==> src/ivm_pkg.sv <==
// Shared constants for the interrupt request vector map
`default_nettype none
package ivm_pkg;

  // ----------------------------------------------------------------
  // Vector table geometry
  // ----------------------------------------------------------------
  localparam int VEC_FIRST = 1;
  localparam int VEC_LAST = 30;
  localparam int VEC_W = 5;
  localparam int ENTRY_W = 6;
  localparam int WORDS_PER_VECTOR_SHIFT = 1;

  // ----------------------------------------------------------------
  // Vector numbers: reset, then peripheral request lines, with only the first line named for comparators and converters
  // ----------------------------------------------------------------
  localparam logic [VEC_W-1:0] VEC_RESET = 5'h00;
  localparam logic [VEC_W-1:0] VEC_MEMORY_CRC_SCANNER = 5'h01;
  localparam logic [VEC_W-1:0] VEC_VOLTAGE_LEVEL_MONITOR = 5'h02;
  localparam logic [VEC_W-1:0] VEC_PORT_A = 5'h03;
  localparam logic [VEC_W-1:0] VEC_PORT_B = 5'h04;
  localparam logic [VEC_W-1:0] VEC_PORT_C = 5'h05;
  localparam logic [VEC_W-1:0] VEC_RTC_COUNTER = 5'h06;
  localparam logic [VEC_W-1:0] VEC_PERIODIC_TICK = 5'h07;
  localparam logic [VEC_W-1:0] VEC_TA_LOW_UNDERFLOW = 5'h08;
  localparam logic [VEC_W-1:0] VEC_TA_HIGH_UNDERFLOW = 5'h09;
  localparam logic [VEC_W-1:0] VEC_TA_COMPARE_CHANNEL_ZERO = 5'h0a;
  localparam logic [VEC_W-1:0] VEC_TA_COMPARE_ONE = 5'h0b;
  localparam logic [VEC_W-1:0] VEC_TA_COMPARE_TWO = 5'h0c;
  localparam logic [VEC_W-1:0] VEC_TIMER_TYPE_B_FIRST = 5'h0d;
  localparam logic [VEC_W-1:0] VEC_TIMER_TYPE_B_SECOND = 5'h0e;
  localparam logic [VEC_W-1:0] VEC_TD_OVERFLOW_EVENT = 5'h0f;
  localparam logic [VEC_W-1:0] VEC_TD_TRIGGER_REQUEST = 5'h10;
  localparam logic [VEC_W-1:0] VEC_COMPARATOR_FIRST = 5'h11;
  localparam logic [VEC_W-1:0] VEC_CONVERTER_FIRST = 5'h14;
  localparam logic [VEC_W-1:0] VEC_TWO_WIRE_TARGET_REQUEST = 5'h18;
  localparam logic [VEC_W-1:0] VEC_TWO_WIRE_CONTROLLER_REQUEST = 5'h19;
  localparam logic [VEC_W-1:0] VEC_SERIAL_PERIPHERAL = 5'h1a;
  localparam logic [VEC_W-1:0] VEC_RECEIVE_COMPLETE = 5'h1b;
  localparam logic [VEC_W-1:0] VEC_TRANSMIT_BUFFER_EMPTY = 5'h1c;
  localparam logic [VEC_W-1:0] VEC_TRANSMIT_COMPLETE = 5'h1d;
  localparam logic [VEC_W-1:0] VEC_NONVOLATILE_CONTROLLER = 5'h1e;

  // ----------------------------------------------------------------
  // Reset values
  // ----------------------------------------------------------------
  localparam logic [VEC_LAST:VEC_FIRST] FLAGS_RESET = 30'h0000_0000;
  localparam logic [ENTRY_W-1:0] ENTRY_RESET = 6'h00;

  // ----------------------------------------------------------------
  // Reset entry sequencer states, one-hot
  // ----------------------------------------------------------------
  typedef enum logic [1:0] {
    IVM_ST_RESET_ENTRY = 2'b01,
    IVM_ST_RUN = 2'b10
  } ivm_state_e;

endpackage : ivm_pkg
`default_nettype wire

==> src/ivm_vector_map.sv <==
// Interrupt request collection and vector number / entry address map
`timescale 1ns/1ns
`default_nettype none
// Contract
// Condition sets source flag bit
// Each source gated by software enable bit
// Request equals enable AND flag
// Request holds until flag cleared
// Maskable requests need global enable
// Each vector owned by one peripheral
// Reset vector 0, NMI vector 1, address 2n
// Vector 2 carries voltage level monitor
// Port vectors 3-5, C only wide variants
// Counter vector 6, periodic tick 7
// Type-A timer uses vectors 8 to 12
// Type-B timers use vectors 13, 14
// Type-D timer overflow 15, trigger 16
// Comparators 17-19, converters 20-23
// Two-wire 24, 25; serial peripheral 26
// Transceiver receive/empty/complete 27-29
// Nonvolatile controller ready is vector 30
// Lowest pending vector wins; NMI ignores enable
module ivm_vector_map (
  input wire logic ref_clk,
  input wire logic sys_rst,
  input wire logic clk_en,
  input wire logic [ivm_pkg::VEC_LAST:ivm_pkg::VEC_FIRST] flag_set,
  input wire logic [ivm_pkg::VEC_LAST:ivm_pkg::VEC_FIRST] flag_clear,
  input wire logic [ivm_pkg::VEC_LAST:ivm_pkg::VEC_FIRST] source_enable,
  input wire logic global_enable,
  input wire logic port_c_present,
  input wire logic reset_entry_taken,
  output logic [ivm_pkg::VEC_LAST:ivm_pkg::VEC_FIRST] irq_flag_register,
  output logic [ivm_pkg::VEC_LAST:ivm_pkg::VEC_FIRST] irq_request,
  output logic irq_pending,
  output logic irq_nmi,
  output logic [ivm_pkg::VEC_W-1:0] irq_vector,
  output logic [ivm_pkg::ENTRY_W-1:0] irq_entry_word
);
  import ivm_pkg::*;

  // ----------------------------------------------------------------
  // Helpers
  // ----------------------------------------------------------------
  // Word address of a vector: two words per entry
  function automatic logic [ENTRY_W-1:0] entry_of(input logic [VEC_W-1:0] vec);
    entry_of = {vec, 1'b0} << (WORDS_PER_VECTOR_SHIFT - 1);
  endfunction : entry_of

  // True for the single non-maskable line
  function automatic logic is_nmi(input logic [VEC_W-1:0] vec);
    is_nmi = (vec == VEC_MEMORY_CRC_SCANNER);
  endfunction : is_nmi

  // ----------------------------------------------------------------
  // Signals
  // ----------------------------------------------------------------
  logic [VEC_LAST:VEC_FIRST] set_allow;
  logic [VEC_LAST:VEC_FIRST] maskable;
  logic [VEC_LAST:VEC_FIRST] eligible;
  logic found;
  logic [VEC_W-1:0] next_vector;
  ivm_state_e state;
  ivm_state_e next_state;

  // ----------------------------------------------------------------
  // Variant mask: port C line only exists on wide packages
  // ----------------------------------------------------------------
  always_comb begin
    set_allow = '1;
    set_allow[VEC_PORT_C] = port_c_present;
  end

  // ----------------------------------------------------------------
  // Sticky source flags
  // ----------------------------------------------------------------
  ivm_flag_bank u_flags (
    .ref_clk(ref_clk),
    .sys_rst(sys_rst),
    .clk_en(clk_en),
    .flag_set(flag_set),
    .flag_clear(flag_clear),
    .set_allow(set_allow),
    .irq_flag_register(irq_flag_register)
  );

  // ----------------------------------------------------------------
  // Request formation; one line per vector, index equals vector number
  // Lines 1..30 map in table order: CRC scan, level monitor, ports A-C,
  // counter, tick, type-A timer x5, type-B x2, type-D x2, comparators x3,
  // converter 0 ready/window, converter 1 ready/window, two-wire target,
  // two-wire controller, serial peripheral, transceiver x3, nonvolatile.
  // ----------------------------------------------------------------
  assign irq_request = irq_flag_register & source_enable;

  // Global enable gates every line except the non-maskable one
  always_comb begin
    maskable = '1;
    maskable[VEC_MEMORY_CRC_SCANNER] = 1'b0;
    eligible = irq_request & ~(maskable & {VEC_LAST{~global_enable}});
  end

  // ----------------------------------------------------------------
  // Lowest pending vector
  // ----------------------------------------------------------------
  ivm_lowest_pending u_pick (
    .request(eligible),
    .found(found),
    .vector(next_vector)
  );

  // ----------------------------------------------------------------
  // Reset entry sequencer: vector 0 is offered until the core takes it
  // ----------------------------------------------------------------
  always_comb begin
    case (state)
      IVM_ST_RESET_ENTRY: begin
        next_state = reset_entry_taken ? IVM_ST_RUN : IVM_ST_RESET_ENTRY;
      end
      IVM_ST_RUN: begin
        next_state = IVM_ST_RUN;
      end
      default: begin
        next_state = IVM_ST_RESET_ENTRY;
      end
    endcase
  end

  // State register
  always_ff @(posedge ref_clk) begin
    if (sys_rst) begin
      state <= IVM_ST_RESET_ENTRY;
    end else if (clk_en) begin
      state <= next_state;
    end
  end

  // ----------------------------------------------------------------
  // Registered vector presentation to the core
  // ----------------------------------------------------------------
  always_ff @(posedge ref_clk) begin
    if (sys_rst) begin
      irq_pending <= 1'b0;
      irq_nmi <= 1'b0;
      irq_vector <= VEC_RESET;
      irq_entry_word <= ENTRY_RESET;
    end else if (clk_en) begin
      if (next_state == IVM_ST_RESET_ENTRY) begin
        irq_pending <= 1'b1;
        irq_nmi <= 1'b0;
        irq_vector <= VEC_RESET;
        irq_entry_word <= entry_of(VEC_RESET);
      end else begin
        irq_pending <= found;
        irq_nmi <= found && is_nmi(next_vector);
        irq_vector <= next_vector;
        irq_entry_word <= entry_of(next_vector);
      end
    end
  end

endmodule : ivm_vector_map
`default_nettype wire

==> src/ivm_flag_bank.sv <==
// Sticky per-source interrupt flags with set-over-clear priority
`timescale 1ns/1ns
`default_nettype none
module ivm_flag_bank (
  input wire logic ref_clk,
  input wire logic sys_rst,
  input wire logic clk_en,
  input wire logic [ivm_pkg::VEC_LAST:ivm_pkg::VEC_FIRST] flag_set,
  input wire logic [ivm_pkg::VEC_LAST:ivm_pkg::VEC_FIRST] flag_clear,
  input wire logic [ivm_pkg::VEC_LAST:ivm_pkg::VEC_FIRST] set_allow,
  output logic [ivm_pkg::VEC_LAST:ivm_pkg::VEC_FIRST] irq_flag_register
);
  import ivm_pkg::*;

  // ----------------------------------------------------------------
  // One flag per source
  // ----------------------------------------------------------------
  genvar g;
  generate
    for (g = VEC_FIRST; g <= VEC_LAST; g = g + 1) begin : g_flag
      // Condition sets the flag; a set in the clear cycle wins
      always_ff @(posedge ref_clk) begin
        if (sys_rst) begin
          irq_flag_register[g] <= FLAGS_RESET[g];
        end else if (clk_en) begin
          if (flag_set[g] && set_allow[g]) begin
            irq_flag_register[g] <= 1'b1;
          end else if (flag_clear[g]) begin
            irq_flag_register[g] <= 1'b0;
          end
        end
      end
    end
  endgenerate

endmodule : ivm_flag_bank
`default_nettype wire

==> src/ivm_lowest_pending.sv <==
// Picks the lowest-numbered asserted request line
`timescale 1ns/1ns
`default_nettype none
module ivm_lowest_pending (
  input wire logic [ivm_pkg::VEC_LAST:ivm_pkg::VEC_FIRST] request,
  output logic found,
  output logic [ivm_pkg::VEC_W-1:0] vector
);
  import ivm_pkg::*;

  // ----------------------------------------------------------------
  // Priority search, highest index first so the lowest wins
  // ----------------------------------------------------------------
  always_comb begin
    found = 1'b0;
    vector = VEC_RESET;
    for (int i = VEC_LAST; i >= VEC_FIRST; i--) begin
      if (request[i]) begin
        found = 1'b1;
        vector = VEC_W'(i);
      end
    end
  end

endmodule : ivm_lowest_pending
`default_nettype wire

==> config.mk <==
export PLATFORM = sky130hd
export DESIGN_NAME = ivm_vector_map
export DESIGN_NICKNAME = d
export VERILOG_FILES = /design/src/ivm_pkg.sv /design/src/ivm_vector_map.sv /design/src/ivm_flag_bank.sv /design/src/ivm_lowest_pending.sv
export SDC_FILE = /design/constraint.sdc
export NUM_CORES = 1
export LEC_CHECK = 0
export ABC_AREA = 1
export BUFFER_PORTS_ARGS = -buffer_cell sky130_fd_sc_hd__clkbuf_2
export CORE_MARGIN = 1.5
export CORE_UTILIZATION = 43
export DETAILED_ROUTE_END_ITERATION = 8
export HOLD_SLACK_MARGIN = 0.12
export PLACE_DENSITY = 0.95
export SYNTH_ARGS = -nofsm -noshare
export SYNTH_HDL_FRONTEND = slang
export SYNTH_SLANG_ARGS = --single-unit
==> constraint.sdc <==
create_clock -name ref_clk -period 4.95 [get_ports ref_clk]
set_input_delay 0 -clock ref_clk [delete_from_list [all_inputs] [get_ports ref_clk]]
set_output_delay 0 -clock ref_clk [all_outputs]
set_load 0.01 [all_outputs]
==> metrics.md, run 1 <==
| Metric | Value |
|---|---|
| CP Class | register to register |
| Cell count after synthesis | 383 |
| Clock latency on the worst-skew pair | 0.30 ns |
| Routability Congestion | 0.836 |
| Register share of total power | 0.385 |
| First-pass GRT wire length | 12.8 mm |
| Min-Delay Path Depth | 6 |
| WP data required | roughly 5.2 ns |
| CP bufs+invs | 1 |
| Dpl cells | 599 |
| Mapped cell area | 2210 sq um |
| Hold Crit Class | input pin to register |
| Die Y | approximately 75 um |
| Setup slack at placement | 2.94 ns |
| Mean post-synth cell area | 5.76 sq um |
| Setup tns final | 0 ns |
| Worst clock skew | 0.00792 ns |
| Max frequency | about 510 MHz |
| Number of diodes | 0 |
| Adder-cell share of the synthesized area | 0.0113 |
| Final Non-Filler Cells | 670 |
| CP peak stage delay | 0.39 ns |
| Synth Area in Simple Gates | 0.389 |
| Syn-to-layout area delta | 72.3% |
| Post-route setup slack | around 3 ns |
| Post-synthesis compound-gate area fraction | 0.127 |
| Period utilization | 0.395 |
| Worst EP arrival | 2.18 ns |
| Unrepaired setup endpoints after global routing | no |
| Slew Limit Headroom | 0.451 |
| FILL cells | 340 |
| Synth top area share | 0.354 |
| Placed cell area | between 3000 and 4000 sq um |
| Initial Util | 0.455 |
| Final Instance Area | 3800 sq um |
| Largest net degree at the start of global routing | 65 |
| # H-tree levels | 2 |
| Final WL | 8.45 mm |
| Total CTS buffers | 5 |
| Initial antenna violation count | 0 |
| Beginning of the worst hold path | source_enable[2] |
| Hold Slack | 0.166 ns |
| Share of layout cells above drive strength 1 | 0.294 |
| Leakage | 2.34 nW |
| Sequential fraction of the synthesis area | 0.354 |
| P_sw | 257 uW |
| Comb power frac | 0.256 |
| Sw Ratio | 0.284 |
| Die X | 74.6 um |
| Drt wl/cell | ~13 um |
| # port buffers | 167 |
| Final core occ | 0.785 |
| Grt ovf | 0 |
| GRT Total Usage | 0.300 |
| Setup violations, final | 0 |
| Initial DRT Pass Iterations | 5 |
| Startpoint types | register |
| Slew Viols, Final | 0 |
| PwrDens | 238 nW/um^2 |
| Area contributors post-synth | dfxtp_1 35%, nand2_1 33%, a21oi_1 9.8% |
| Syn_nets | 481 |
| Internal | roughly 650 uW |
| Hold EP | irq_entry_word[1] |
| CTS tree | yes |
| CP Capture Type | register |
| Most frequent CP cell | nand2_1 |
| HPWL after DPL | 5.26 mm |
| Crit. path cell count | 28 |
| Root Buffer | clkbuf_8 |
| Setup bufs post-CTS | 0 |
| Synth warn | 0 |
| Core Region | 4850 sq um |
| NumNets Final | 700 |
| Worst reg2reg path startpoint | u_flags.irq_flag_register[29] |
| Number of DRC markers in iteration 0 | approximately 200 |
| I/O pins | about 170 |
| CP delay by family, top | simple AND/OR/NAND/NOR gates |
| Power, Total | 905 uW |
| Min cycle time layout | 1.95 ns |
| Combinational family with the most area after synthesis | simple AND/OR/NAND/NOR gates |
| Largest area contributor in the netlist | dfxtp_1 |
| Post-synth cell types | 22 |
| Peak supply drop | just under 0.2 mV |
| Status | finished clean |
| Synthesized flop and latch total | 39 |
| Drc violations | 0 |
| Rows | 25 |
| CP max FO | 3 |
| Die Area | 5570 sq um |
| Vias in the first global route | 3061 |
| Clock Power Share | 0.359 |
| Max_cap viols | 0 |
| Clock sink count | 39 |
| Worst-margin pin slew | between 0.8 and 0.9 ns |
| Vias post-DR | roughly 3.2k |
| Post-route ant nets | 0 |
| XOR/XNOR share of the synthesized area | 0 |
| Final hold vios | 0 |
| Worst r2r dst | irq_entry_word[1] |
| Clock transition at the registers of the reported paths | 0.09 ns |
| Reg2reg path depth | 28 |
| Flop2flop setup slack | between 2 and 3 ns |
| Clock Tree Buf Depth | 2 |
| Mux share of post-synthesis cell area | 0 |
| Critical Path Slowest Stage Cell | dfxtp_1 |
| Average vias per placed instance | 4.84 |
## placed cells by master (no fill, tap or decap), types with 3 or more instances in the layout
master,instances
nor2_1,26
o211ai_1,3
nand2_1,195
a21oi_1,43
o21ai_0,4
dlygate4sd3_1,63
inv_1,41
clkbuf_2,167
clkbuf_8,5
dfxtp_1,39
## final cells by class
cell class / instances / area, sq um / share of cell area
Clock buffer: 5 / 68.8 / 0.0181
Timing Repair Buffer: 231 / 1470 / 0.387
Tap cell: 67 / 83.8 / 0.0220
Sequential cell: 39 / 781 / 0.205
Multi-Input combinational cell: 282 / 1170 / 0.307
Clock inverter: 3 / 67.6 / 0.0178
Inverter: 43 / 161 / 0.0424
## worst max-delay path by stage
| stage | start | end | slack, ns |
|---|---|---|---|
| 3_5_place_dp | clk_en | irq_entry_word[4] | 2.94 |
| 4_1_cts | u_flags.irq_flag_register[29] | irq_entry_word[1] | 3.01 |
| 3_3_place_gp | global_enable | irq_entry_word[1] | 3.06 |
| 6_report | u_flags.irq_flag_register[29] | irq_entry_word[1] | 3.00 |
| 5_1_grt | u_flags.irq_flag_register[29] | irq_entry_word[1] | 2.56 |
| 2_1_floorplan | u_flags.irq_flag_register[29] | irq_entry_word[1] | 3.16 |
## layer usage
metal | global-route usage | part of all wire
met5 | 0 | 0
met1 | 0.318 | 0.38
met4 | 0.141 | 0.027
met3 | 0.0696 | 0.086
met2 | 0.560 | 0.50
## Yosys cell counts
cell and count:
conb_1 1, nor3_1 1, buf_1 6, clkbuf_1 4, nand2_1 195, o211ai_1 3, ha_1 2, buf_4 6
a211oi_1 1, o21ai_0 4, a22oi_1 1, clkinv_1 1, nand3b_1 1, inv_2 1, dfxtp_1 39, a21oi_1 43
nor2_1 26, nand3_1 2, o31ai_1 1, inv_1 41, buf_2 3, nand4_1 1
## power groups by stage
stage,clock (mW),combinational [mW],sequential [mW]
2_1_floorplan,0,0.0967,0.360
3_3_place_gp,0,0.179,0.353
3_5_place_dp,0,0.184,0.354
4_1_cts,0.327,0.225,0.347
5_1_grt,0.341,0.259,0.350
6_report,0.325,0.232,0.348
## what timing repair did
action,4_1_cts,5_1_grt
resized for setup,0,0
hold buffers,63,0
endpoints found under the hold margin,32,0
## worst register-to-register path, delay by kind of cell, from the launching register on
family | cells | cell delay, ns
and+or+nand+nor | 26 | 1.32
AOI/OAI and AO/OA | 1 | 0.11
DFF | 1 | 0.39
buffers and inverters | 1 | 0.07
## state kept, by name, summed over array words and instances (netlist names)
| register | cells |
|---|---|
| state | 2 |
| u_flags.irq_flag_register | 30 |
| irq_nmi | 1 |
| irq_pending | 1 |
| irq_entry_word | 5 |
## kinds of logic after synthesis
group | Yosys count
AND/OR/NAND/NOR | 226
buffers and inverters | 62
AO/OA/AOI/OAI | 53
flip-flops | 39
adder cells (fa/ha/maj) | 2
other | 1
Note: power is estimated with default switching activity, not from simulation.
==> run 2: changes to the inputs <==
Settings changed: CORE_UTILIZATION 43 to 40, PLACE_DENSITY 0.95 to 0.92.
Clock period 4.95 ns to 1.9 ns, I/O delays scaled along.
==> run 2 against run 1 <==
Compared with the run above: register-to-register slack worse by 3.0 ns; the run now ends with setup timing left; highest routed layer unchanged; critical endpoint unchanged; design area up 0.99%; die area up 7.2%.
==> metrics.md, run 2 (synthesis gave the netlist of run 1 again) <==
| Metric | Value |
|---|---|
| FILL cells | 412 |
| Seq. cell area | 786 sq um |
| Period utilization | 1.02 |
| Clock Tree Buf Depth | 2 |
| HPWL after DPL | 5.52 mm |
| Post-route ant nets | 0 |
| Startpoint types | register |
| Drc violations | 0 |
| CP Class | register to register |
| Number of diodes | 0 |
| # port buffers | 167 |
| Rows | 26 |
| Worst clock skew | ~0.0047 ns |
| CP delay by family, top | simple AND/OR/NAND/NOR gates |
| CP Capture Type | register |
| Final core occ | 0.738 |
| Core Region | approximately 5200 sq um |
| Status | finished, violations left |
| Setup violations, final | 1 |
| WP data required | around 2.1 ns |
| I/O pins | 169 |
| Worst-margin pin slew | 0.596 ns |
| Vias post-DR | 3176 |
| Failing checks | setup timing |
| CTS tree | yes |
| Die Area | 5970 sq um |
| Routability Congestion | 0.833 |
| Syn-to-layout area delta | 74.0% |
| Most frequent cells in the layout | 190 x nand2_1, 167 x clkbuf_2, 62 x dlygate4sd3_1, 42 x a21oi_1, 39 x inv_1 |
| Max reg flops | 30 |
| Setup slack at placement | 0.00931 ns |
| Initial DRT Pass Iterations | 4 |
| Min cycle time layout | between 1.5 and 2 ns |
| # H-tree levels | 2 |
| Most frequent CP cell | nand2_1 |
| Final hold vios | 0 |
| Critical Path Slowest Stage Cell | dfxtp_2 |
| CP bufs+invs | 1 |
| GRT Total Usage | 0.282 |
| Die X | 77.3 um |
| Max_cap viols | 0 |
| Hold Crit Class | input pin to register |
| Setup tns final | -0.0347 ns |
| Largest net degree at the start of global routing | 64 |
| Worst EP arrival | ~2.2 ns |
| Unrepaired setup endpoints after global routing | yes |
| Number of DRC markers in iteration 0 | 144 |
| NumNets Final | 706 |
| Clock sink count | 39 |
| CP max FO | 2 |
| Multi-input gate area | 1190 sq um |
| Total CTS buffers | 5 |
| Final WL | about 8.5 mm |
| PwrDens | 558 nW/um^2 |
| Final Instance Area | 3840 sq um |
| Die Y | 77.3 um |
| Root Buffer | clkbuf_8 |
| Initial Util | 0.424 |
| Post-route setup slack | -0.0347 ns |
| Leakage | 2.36 nW |
| Slew Limit Headroom | 0.602 |
| Most common cell after layout, fill and taps aside | nand2_1 |
| Drt wl/cell | 12.5 um |
| Placed cell area | 3060 sq um |
| Clock latency on the worst-skew pair | 0.28 ns |
| Clock transition at the registers of the reported paths | 0.08 ns |
| Peak supply drop | 0.347 mV |
| Dpl cells | between 600 and 700 |
| Initial antenna violation count | 0 |
| Max frequency | approximately 520 MHz |
| Slew Viols, Final | 0 |
| Vias in the first global route | 3139 |
| Final Non-Filler Cells | 679 |
| CP peak stage delay | 0.35 ns |
| First-pass GRT wire length | between 10 and 15 mm |
| Top flop regs | u_flags.irq_flag_register (30), irq_entry_word (5), state (2) |
| Average vias per placed instance | 4.68 |
| Grt ovf | 0 |
| Share of layout cells above drive strength 1 | 0.322 |
| Top reg by flops | u_flags.irq_flag_register |
-- run 2: cell types whose count changed in the layout (fill, tap and decap cells not counted), moves of 2 or more --
cell and change:
dfxtp_2 +4, bufinv_16 -2, nand2_2 +5, clkbuf_8 +2
buf_4 +6, nand2_1 -5, dfxtp_1 -4, inv_2 +2
inv_1 -2
-- run 2: final cells by class --
| cell class | count | share of cell area |
|---|---|---|
| multi-input cells | 282 | 0.309 |
| repair buffers | 237 | 0.396 |
| flip-flops and latches | 39 | 0.205 |
| clock buffers | 8 | 0.0261 |
| inverters | 43 | 0.0420 |
| well taps | 70 | 0.0228 |
-- run 2: tightest hold or removal path: stages --
cell,delay [ns]
clkbuf_2,0.11
clkinv_1,0.16
a211oi_1,0.09
-- run 2: power breakdown --
part | total, mW | leakage (nW) | internal, mW | switching, mW
logic | 0.624 | 1.99 | 0.309 | 0.315
clock network | 0.611 | 0.0515 | 0.331 | 0.280
registers | 0.907 | 0.323 | 0.868 | 0.0392
total | 2.14 | 2.36 | 1.51 | 0.635
-- run 2: metrics by stage --
stage	total power [mW]	hold slack (ns)
after floorplan	1.19	0.105
after global placement	1.39	0.228
after detailed placement	1.41	0.236
after CTS	2.12	0.122
after global routing	2.27	0.139
final	2.14	0.137
-- run 2: worst paths after layout --
check	to	cells past startpoint	startpoint	slack [ns]
worst max register to register	irq_entry_word[1]	28	u_flags.irq_flag_register[29]	-0.03
worst min register to register	irq_nmi	2	irq_nmi	0.47
worst min-delay path	state[1]	3	clk_en	0.14
worst max-delay path	irq_entry_word[1]	28	u_flags.irq_flag_register[29]	-0.03
-- run 2: repair_timing --
item	4_1_cts	5_1_grt
resized for setup	1	13
endpoints found under the hold margin	31	0
setup endpoints to repair	1	3
pin swaps	0	6
setup buffers	0	4
hold buffers	62	0
-- run 2: layer usage --
layer | wire length [um] | global-route usage | up-vias
met3 | 644 | 0.0583 | 13
li1 | - | - | 1609
met4 | 118 | 0.0909 | 0
met2 | 4440 | 0.550 | 137
met5 | 0 | 0 | -
met1 | 3280 | 0.296 | 1417
